$ cat src/aux_adc_pkg.sv
package aux_adc_pkg;
  localparam logic [6:0]  AUX_REG_ADDR        = 7'h27;
  localparam int          TRIG_BIT            = 15;
  localparam int          DONE_BIT            = 15;
  localparam int          SEL_MSB             = 11;
  localparam int          SEL_LSB             = 8;
  localparam int          RESULT_MSB          = 7;
  localparam int          RESULT_LSB          = 0;
  localparam int          RESULT_BITS         = 8;
  localparam int          INPUT_COUNT         = 4;
  localparam int          CONV_CYCLES_DEFAULT = 8704;
  localparam logic [3:0]  SEL_RESET           = 4'h0;
  localparam logic [7:0]  SAR_FIRST_TRIAL     = 8'h80;
  localparam logic [15:0] RDATA_RESET         = 16'h0000;
endpackage

$ cat src/aux_sar_if.sv
`timescale 1ns/1ps
interface aux_sar_if;
  logic       start;
  logic       comp;
  logic [7:0] code;
  logic       busy;
  logic       finish;
  logic [7:0] result;
  modport ctrl (output start, output comp, input code, input busy, input finish, input result);
  modport engine (input start, input comp, output code, output busy, output finish, output result);
endinterface

$ cat src/aux_adc_ctrl.sv
`timescale 1ns/1ps
// Behaviour
// - 8-bit successive-approximation converter for slow diagnostic measurements.
// - select code 0 connects no input; codes 1 to 4 connect inputs 0 to 3.
// - write to the converter register with bit 15 set starts a conversion.
// - each conversion lasts exactly 8704 master clock cycles from trigger.
// - on completion, done flag reads at bit 15, result at bits 7 to 0.
// - optional interrupt when a conversion completes, avoiding polling.
module aux_adc_ctrl
  import aux_adc_pkg::*;
#(
  parameter int CONV_CYCLES = CONV_CYCLES_DEFAULT
) (
  input  wire logic        CLK_SYS,
  input  wire logic        RST_N,
  input  wire logic [6:0]  REG_ADDR,
  input  wire logic [15:0] REG_WDATA,
  input  wire logic        REG_WR,
  input  wire logic        REG_RD,
  output logic      [15:0] REG_RDATA,
  input  wire logic        COMP_IN,
  output logic      [7:0]  DAC_CODE,
  output logic      [3:0]  ANALOG_INPUT_EN,
  output logic             CONV_BUSY,
  input  wire logic        IRQ_EN,
  output logic             IRQ
);

  // one enable per analog input; codes above 4 connect nothing
  function automatic logic [3:0] sel_onehot(input logic [3:0] sel);
    logic [3:0] hot;
    hot = 4'h0;
    for (int i = 0; i < INPUT_COUNT; i++) begin
      if (sel == 4'(i + 1)) begin
        hot[i] = 1'b1;
      end
    end
    return hot;
  endfunction

  aux_sar_if sar_link ();

  logic       reg_hit;
  logic       trig;
  logic [3:0] input_sel;
  logic       done_flag;

  assign reg_hit        = (REG_ADDR == AUX_REG_ADDR);
  assign trig           = REG_WR && reg_hit && REG_WDATA[TRIG_BIT];
  assign sar_link.start = trig;
  assign sar_link.comp  = COMP_IN;

  aux_sar_engine #(
    .CONV_CYCLES (CONV_CYCLES)
  ) u_engine (
    .clk   (CLK_SYS),
    .rst_n (RST_N),
    .sar   (sar_link)
  );

  always_ff @(posedge CLK_SYS) begin
    if (!RST_N) begin
      input_sel       <= SEL_RESET;
      ANALOG_INPUT_EN <= 4'h0;
    end else if (REG_WR && reg_hit) begin
      input_sel       <= REG_WDATA[SEL_MSB:SEL_LSB];
      ANALOG_INPUT_EN <= sel_onehot(REG_WDATA[SEL_MSB:SEL_LSB]);
    end
  end

  // clear on trigger; a retrigger abandons the running conversion
  always_ff @(posedge CLK_SYS) begin
    if (!RST_N) begin
      done_flag <= 1'b0;
    end else if (trig) begin
      done_flag <= 1'b0;
    end else if (sar_link.finish) begin
      done_flag <= 1'b1;
    end
  end

  always_ff @(posedge CLK_SYS) begin
    if (!RST_N) begin
      IRQ <= 1'b0;
    end else begin
      IRQ <= sar_link.finish && !trig && IRQ_EN;
    end
  end

  // read back flag, select and result
  always_ff @(posedge CLK_SYS) begin
    if (!RST_N) begin
      REG_RDATA <= RDATA_RESET;
    end else if (REG_RD) begin
      REG_RDATA <= 16'h0000;
      if (reg_hit) begin
        REG_RDATA[DONE_BIT]                <= done_flag;
        REG_RDATA[SEL_MSB:SEL_LSB]         <= input_sel;
        REG_RDATA[RESULT_MSB:RESULT_LSB]   <= sar_link.result;
      end
    end
  end

  // mirrors so every output leaves from a flop in this module
  always_ff @(posedge CLK_SYS) begin
    if (!RST_N) begin
      DAC_CODE  <= 8'h00;
      CONV_BUSY <= 1'b0;
    end else begin
      DAC_CODE  <= sar_link.code;
      CONV_BUSY <= sar_link.busy || trig;
    end
  end

  // cycles since the last trigger, for checking only
  logic [15:0] since_trig;
  always_ff @(posedge CLK_SYS) begin
    if (!RST_N) begin
      since_trig <= 16'h0000;
    end else if (trig) begin
      // zero at the trigger edge so the finish pulse sees the full count
      since_trig <= 16'h0000;
    end else if (since_trig != 16'hffff) begin
      since_trig <= since_trig + 16'h0001;
    end
  end

  AST_SEL_DECODE: assert property (@(posedge CLK_SYS) disable iff (!RST_N)
    (REG_WR && reg_hit) |=> ANALOG_INPUT_EN == sel_onehot($past(REG_WDATA[SEL_MSB:SEL_LSB])))
    else $error("input enables do not match written select");

  AST_ONE_INPUT: assert property (@(posedge CLK_SYS) disable iff (!RST_N)
    $onehot0(ANALOG_INPUT_EN))
    else $error("more than one analog input connected");

  AST_TRIG_STARTS: assert property (@(posedge CLK_SYS) disable iff (!RST_N)
    trig |=> sar_link.busy ##1 CONV_BUSY)
    else $error("trigger did not start a conversion");

  AST_CONV_LENGTH: assert property (@(posedge CLK_SYS) disable iff (!RST_N)
    sar_link.finish |-> since_trig == 16'(CONV_CYCLES))
    else $error("conversion length wrong");

  AST_DONE_SET: assert property (@(posedge CLK_SYS) disable iff (!RST_N)
    (sar_link.finish && !trig) |=> done_flag)
    else $error("done flag not set at completion");

  AST_RESULT_READ: assert property (@(posedge CLK_SYS) disable iff (!RST_N)
    (REG_RD && reg_hit) |=>
      REG_RDATA[RESULT_MSB:RESULT_LSB] == $past(sar_link.result)
      && REG_RDATA[DONE_BIT] == $past(done_flag))
    else $error("read data does not show result and flag");

  AST_IRQ_PULSE: assert property (@(posedge CLK_SYS) disable iff (!RST_N)
    (sar_link.finish && !trig && IRQ_EN) |=> IRQ ##1 !IRQ)
    else $error("completion interrupt missing or too long");

  AST_DONE_CLEARED: assert property (@(posedge CLK_SYS) disable iff (!RST_N)
    trig |=> !done_flag throughout (sar_link.busy [*8]))
    else $error("done flag high during conversion");

  AST_DONE_LOW_BUSY: assert property (@(posedge CLK_SYS) disable iff (!RST_N)
    sar_link.busy |-> !done_flag)
    else $error("done flag high while busy");

  AST_UNMAPPED_READ: assert property (@(posedge CLK_SYS) disable iff (!RST_N)
    (REG_RD && !reg_hit) |=> REG_RDATA == 16'h0000)
    else $error("read of another address not zero");

  AST_SEL_READBACK: assert property (@(posedge CLK_SYS) disable iff (!RST_N)
    (REG_RD && reg_hit) |=> REG_RDATA[SEL_MSB:SEL_LSB] == $past(input_sel))
    else $error("select field does not read back");

  AST_IRQ_CAUSE: assert property (@(posedge CLK_SYS) disable iff (!RST_N)
    IRQ |-> $past(sar_link.finish && IRQ_EN))
    else $error("interrupt without an enabled completion");

  AST_IRQ_MASKED: assert property (@(posedge CLK_SYS) disable iff (!RST_N)
    (sar_link.finish && !IRQ_EN) |=> !IRQ)
    else $error("interrupt raised while disabled");

  AST_DONE_HOLDS: assert property (@(posedge CLK_SYS) disable iff (!RST_N)
    (done_flag && !trig) |=> done_flag)
    else $error("done flag dropped without a trigger");

  AST_DONE_CAUSE: assert property (@(posedge CLK_SYS) disable iff (!RST_N)
    $rose(done_flag) |-> $past(sar_link.finish))
    else $error("done flag rose without a completion");

  AST_BUSY_ENDS: assert property (@(posedge CLK_SYS) disable iff (!RST_N)
    sar_link.finish |-> !sar_link.busy)
    else $error("engine still busy at completion");

  AST_NO_IDLE_FINISH: assert property (@(posedge CLK_SYS) disable iff (!RST_N)
    !sar_link.busy |=> !sar_link.finish)
    else $error("completion without a running conversion");

  AST_DAC_TRIAL: assert property (@(posedge CLK_SYS) disable iff (!RST_N)
    $rose(CONV_BUSY) |-> ##1 DAC_CODE == SAR_FIRST_TRIAL)
    else $error("first trial code not on the converter");

  AST_EN_HOLD: assert property (@(posedge CLK_SYS) disable iff (!RST_N)
    (REG_WR && !reg_hit) |=> $stable(ANALOG_INPUT_EN))
    else $error("input enables moved on a foreign write");

  AST_SEL_HOLD: assert property (@(posedge CLK_SYS) disable iff (!RST_N)
    !(REG_WR && reg_hit) |=> $stable(input_sel))
    else $error("select moved without a write");

  AST_RESULT_HOLD: assert property (@(posedge CLK_SYS) disable iff (!RST_N)
    !$stable(sar_link.result) |-> sar_link.finish)
    else $error("result changed outside a completion");

  COV_FULL_CONV: cover property (@(posedge CLK_SYS) disable iff (!RST_N)
    trig ##1 sar_link.busy ##[1:1000] sar_link.finish);
  COV_FINISH_IRQ: cover property (@(posedge CLK_SYS) disable iff (!RST_N)
    sar_link.finish && IRQ_EN);
  COV_RETRIGGER: cover property (@(posedge CLK_SYS) disable iff (!RST_N)
    sar_link.busy && trig);
  COV_READ_DONE: cover property (@(posedge CLK_SYS) disable iff (!RST_N)
    REG_RD && reg_hit && done_flag);

endmodule

$ cat src/aux_sar_engine.sv
`timescale 1ns/1ps
module aux_sar_engine
  import aux_adc_pkg::*;
#(
  parameter int CONV_CYCLES = CONV_CYCLES_DEFAULT
) (
  input  wire logic  clk,
  input  wire logic  rst_n,
  aux_sar_if.engine  sar
);
  // each of the eight trials gets an equal share of the conversion time
  localparam int          BIT_CYCLES = CONV_CYCLES / RESULT_BITS;
  localparam logic [15:0] BIT_LAST   = 16'(BIT_CYCLES - 1);

  logic [15:0] phase_cnt;
  logic [2:0]  bit_ptr;
  logic [7:0]  next_code;

  // keep the trial bit when the input sits at or above the trial level
  always_comb begin
    next_code = sar.code;
    if (!sar.comp) begin
      next_code[bit_ptr] = 1'b0;
    end
    if (bit_ptr != 3'd0) begin
      next_code[bit_ptr - 3'd1] = 1'b1;
    end
  end

  always_ff @(posedge clk) begin
    if (!rst_n) begin
      sar.busy  <= 1'b0;
      sar.code  <= 8'h00;
      phase_cnt <= 16'h0000;
      bit_ptr   <= 3'd7;
    end else if (sar.start) begin
      sar.busy  <= 1'b1;
      sar.code  <= SAR_FIRST_TRIAL;
      phase_cnt <= 16'h0000;
      bit_ptr   <= 3'd7;
    end else if (sar.busy) begin
      if (phase_cnt == BIT_LAST) begin
        phase_cnt <= 16'h0000;
        sar.code  <= next_code;
        bit_ptr   <= bit_ptr - 3'd1;
        if (bit_ptr == 3'd0) begin
          sar.busy <= 1'b0;
        end
      end else begin
        phase_cnt <= phase_cnt + 16'h0001;
      end
    end
  end

  always_ff @(posedge clk) begin
    if (!rst_n) begin
      sar.finish <= 1'b0;
      sar.result <= 8'h00;
    end else begin
      sar.finish <= 1'b0;
      if (!sar.start && sar.busy && phase_cnt == BIT_LAST && bit_ptr == 3'd0) begin
        sar.finish <= 1'b1;
        sar.result <= next_code;
      end
    end
  end

  AST_SAR_FIRST_TRIAL: assert property (@(posedge clk) disable iff (!rst_n)
    sar.start |=> (sar.code == SAR_FIRST_TRIAL) && sar.busy)
    else $error("first trial is not mid scale");
endmodule

$ cat config.mk
export PLATFORM = sky130hd
export DESIGN_NAME = aux_adc_ctrl
export DESIGN_NICKNAME = d
export VERILOG_FILES = /design/src/aux_adc_pkg.sv /design/src/aux_sar_if.sv /design/src/aux_adc_ctrl.sv /design/src/aux_sar_engine.sv
export SDC_FILE = /design/constraint.sdc
export NUM_CORES = 1
export LEC_CHECK = 0
export ABC_CLOCK_PERIOD_IN_PS = 2100
export BUFFER_PORTS_ARGS = -buffer_cell sky130_fd_sc_hd__buf_2
export CAP_MARGIN = 20
export CORE_MARGIN = 4
export CORE_UTILIZATION = 49
export CTS_BUF_LIST = sky130_fd_sc_hd__clkbuf_8 sky130_fd_sc_hd__clkbuf_16
export DETAILED_ROUTE_END_ITERATION = 16
export PLACE_DENSITY = 0.82
export SYNTH_ARGS = -nofsm -noshare
export SYNTH_HDL_FRONTEND = slang
export SYNTH_HIERARCHICAL = 1
export SYNTH_SLANG_ARGS = --single-unit
$ cat constraint.sdc
create_clock -name CLK_SYS -period 2.1 [get_ports CLK_SYS]
set_input_delay 0.21 -clock CLK_SYS [delete_from_list [all_inputs] [get_ports CLK_SYS]]
set_output_delay 0.21 -clock CLK_SYS [all_outputs]
set_load 0.1 [all_outputs]
==> results.py <==
metrics = {
    "setup_path": {
        "timing.rr.start": "u_engine/bit_ptr[1]",
        "cpPeakStageDelay_ps": 410,
        "worstSetupStartpoint": "u_engine/bit_ptr[1]",
        "worst_r2r_path_depth": 6,
        "critPathArrivalTime_ps": 2200,
        "worst_setup_path_start_kind": "register",
        "crit_path_top_delay_cell": "o32ai_1",
        "cp.required_ps": 2370,
        "cp-end-kind": "register",
        "cp_cell_sequence": "inv_1, ha_1, or2_2, o32ai_1, nand2_1, a21oi_1",
        "cp_max_fo": 7,
        "crit_type": "register to register",
    },
    "timing": {
        "worst_clock_skew_ps": 6.87,
        "fmax_mhz": 519,
        "hold_violations": 0,
        "hold_ws_ps": 93.2,
        "fin_crit_ps": 1930,
        "final_max_slew_viol_count": 0,
        "setup_violations": 0,
        "finalWorstSetupSlack_ps": 175,
        "rsz0062_at_grt": "no",
        "relSlewSlack": 0.504,
        "worstMarginPinSlew_ps": 739,
        "fin_crit_sh": 0.917,
        "finalSetupTns_ps": 0,
    },
    "power": {
        "cellInternalPower_mw": 2.01,
        "p_switching_mw": 0.599,
        "pwr-share-comb": 0.039,
        "power.total_mw": 2.60,
        "switching_share": 0.230,
        "leakagePower_nw": 1.33,
        "power_density_nw_per_um2": 731,
        "p_clk_frac": 0.459,
        "ir_drop_mv": 0.517,
        "seqPwrFrac": 0.502,
    },
    "synthesis": {
        "netlist_top_cells_count": "dfxtp_1, nand2_1, nand3_1, o21ai_0, nor2_1",
        "synth_most_common_cell": "dfxtp_1",
        "netlist_area_um2": 3070,
        "yosysTopAreaCellShare": 0.450,
        "synthArstFlopShare": 0,
        "avgSynthCellArea_um2": 8.71,
        "synth_warnings": 6,
        "synth_cells": 353,
        "synthTopCellsByArea": "dfxtp_1, nand3_1, nand2_1",
        "synth_largest_area_cell": "dfxtp_1",
        "yosys_register_bits": 69,
        "synthFlopType": "dfxtp_1",
        "synth_edf_count": 0,
        "synth_seq_area_share": 0.450,
        "yosysUniqueCellTypes": 45,
    },
    "cells_and_area": {
        "fin_cells": 475,
        "area_growth_pct": 16.0,
        "post-route-cell-area_um2": 3560,
        "fin_util": 0.595,
        "seqCellArea_um2": 1380,
        "multi_input_area_um2": 1560,
        "final_layout_size_suffix_gt1_frac": 0.193,
        "nets": 427,
        "fill_cells": 522,
        "n_antenna_cell": 0,
    },
    "status": {
        "status": "finished, final reports clean",
    },
    "floorplanning": {
        "core_um2": 5990,
        "start_util": 0.513,
        "die_h_um": 87.2,
        "rows": 28,
        "ioPinCount": 59,
        "fp.dieW_um": 87.2,
        "die-area_um2": 7600,
    },
    "place": {
        "placed_cell_area_um2": 3340,
        "gp_congestion": 0.861,
        "post-place-ws_ps": 207,
        "hpwl_um": 4360,
        "place_inst": 459,
        "port_buffers": 44,
    },
    "global_routing": {
        "overflow": 0,
        "grt_max_degree": 68,
        "grt_pass1_vias": 2368,
        "grt_usage": 0.177,
        "antenna_found_initial": 0,
        "grt_pass1_wl_um": 10800,
    },
    "worst_hold_path": {
        "whs_path_depth": 2,
        "hp-start": "REG_WDATA[15]",
        "hold_class": "primary input to register",
    },
    "clock_tree": {
        "post_cts_resized": 0,
        "cts.sinks": 69,
        "cts_buffer_depth": 2,
        "h-tree-depth": 3,
        "cts-buffers-inserted": 9,
        "cts_hold_buf": 0,
        "cts_root_buf": "clkbuf_8",
        "clk_latency_ps": 350,
        "cts_tree": "yes",
        "path_clk_slew_ps": 80,
        "cts_setup_buffers": 0,
    },
    "run": {
        "cap_violations": 0,
    },
    "detailed_routing": {
        "ant_nets": 0,
        "route.detailed.drc": 0,
        "wl_per_cell_um": 13.4,
        "drt-total-wl_um": 6380,
        "drt-initial-drc-count": 138,
        "vias": 2627,
        "vias_per_cell": 5.53,
        "dr.pass1.iters": 4,
    },
}
## placed cells by master, fill, tap and decap left out, types with 3 or more instances in the layout
cell type / Yosys / layout
o31ai_1: 3 / 3
o211ai_1: 7 / 7
o21ai_1: 5 / 5
ha_1: 3 / 3
or3_1: 4 / 4
nand3b_1: 14 / 14
clkbuf_8: 0 / 9
and4_1: 3 / 3
buf_4: 4 / 7
nand3_1: 30 / 30
xor2_1: 5 / 5
inv_1: 10 / 10
a31oi_1: 5 / 5
and2_1: 8 / 8
nor2_1: 20 / 20
nand2b_1: 5 / 5
dfxtp_1: 69 / 69
o21ai_0: 25 / 25
conb_1: 1 / 3
xnor2_1: 8 / 8
nand4_1: 9 / 9
nor3_1: 6 / 6
mux2i_1: 9 / 9
a21oi_1: 15 / 15
nand2_1: 38 / 38
nor2b_1: 3 / 3
buf_2: 4 / 44
nor4_1: 5 / 5
## power groups by stage
stage                     clock network [mW]  logic (mW)  registers (mW)
after floorplan                            0      0.0713            1.34
after global placement                     0      0.0994            1.34
after detailed placement                   0       0.100            1.34
after CTS                               1.22       0.100            1.31
after global routing                    1.29       0.109            1.31
final                                   1.20       0.101            1.31
## state kept, by name (all words and copies together), names as in the netlist
signal               flops
ANALOG_INPUT_EN          4
CONV_BUSY                1
DAC_CODE                 8
IRQ                      1
REG_RDATA               13
done_flag                1
input_sel                4
u_engine/bit_ptr         3
u_engine/phase_cnt      16
u_engine/sar.busy        1
u_engine/sar.code        8
u_engine/sar.finish      1
u_engine/sar.result      8
## critical path, delay by kind of cell (launching register included)
family / cells / cell delay [ps]
AO/OA/AOI/OAI: 2 / 560
adder cells (fa/ha/maj): 1 / 380
AND/OR/NAND/NOR: 2 / 410
flip-flops: 1 / 400
buffers and inverters: 1 / 110
## layer usage
| layer | up-vias | share of wire | GRT usage |
|---|---|---|---|
| met3 | 13 | 0.050 | 0.0378 |
| met1 | 1210 | 0.46 | 0.231 |
| met2 | 57 | 0.47 | 0.279 |
| met4 | 0 | 0.021 | 0.0851 |
| met5 | - | 0 | 0 |
| li1 | 1347 | - | - |
## path summary, 6_finish.rpt
path,to,slack (ps)
worst max-delay path,u_engine/sar.code[3],170
worst min-delay path,IRQ,90
worst max register to register,u_engine/sar.code[3],170
worst min register to register,IRQ,440
## final cells by class
cell class,instances,share of cell area
Inverter,10,0.0105
Tap cell,75,0.0263
Multi-Input combinational cell,254,0.437
Sequential cell,69,0.388
Clock inverter,7,0.0274
Timing Repair Buffer,51,0.0765
Clock buffer,9,0.0347
## cell families after synthesis
kind of cell,share of synthesized area
and+or+nand+nor,0.298
xor gates and xnor gates,0.0371
DFF,0.450
AOI/OAI and AO/OA,0.126
adders and majority gates,0.0122
buffers and inverters,0.0460
muxes,0.0293
other,0.00122
No activity file was read; power rests on OpenSTA's default activity.
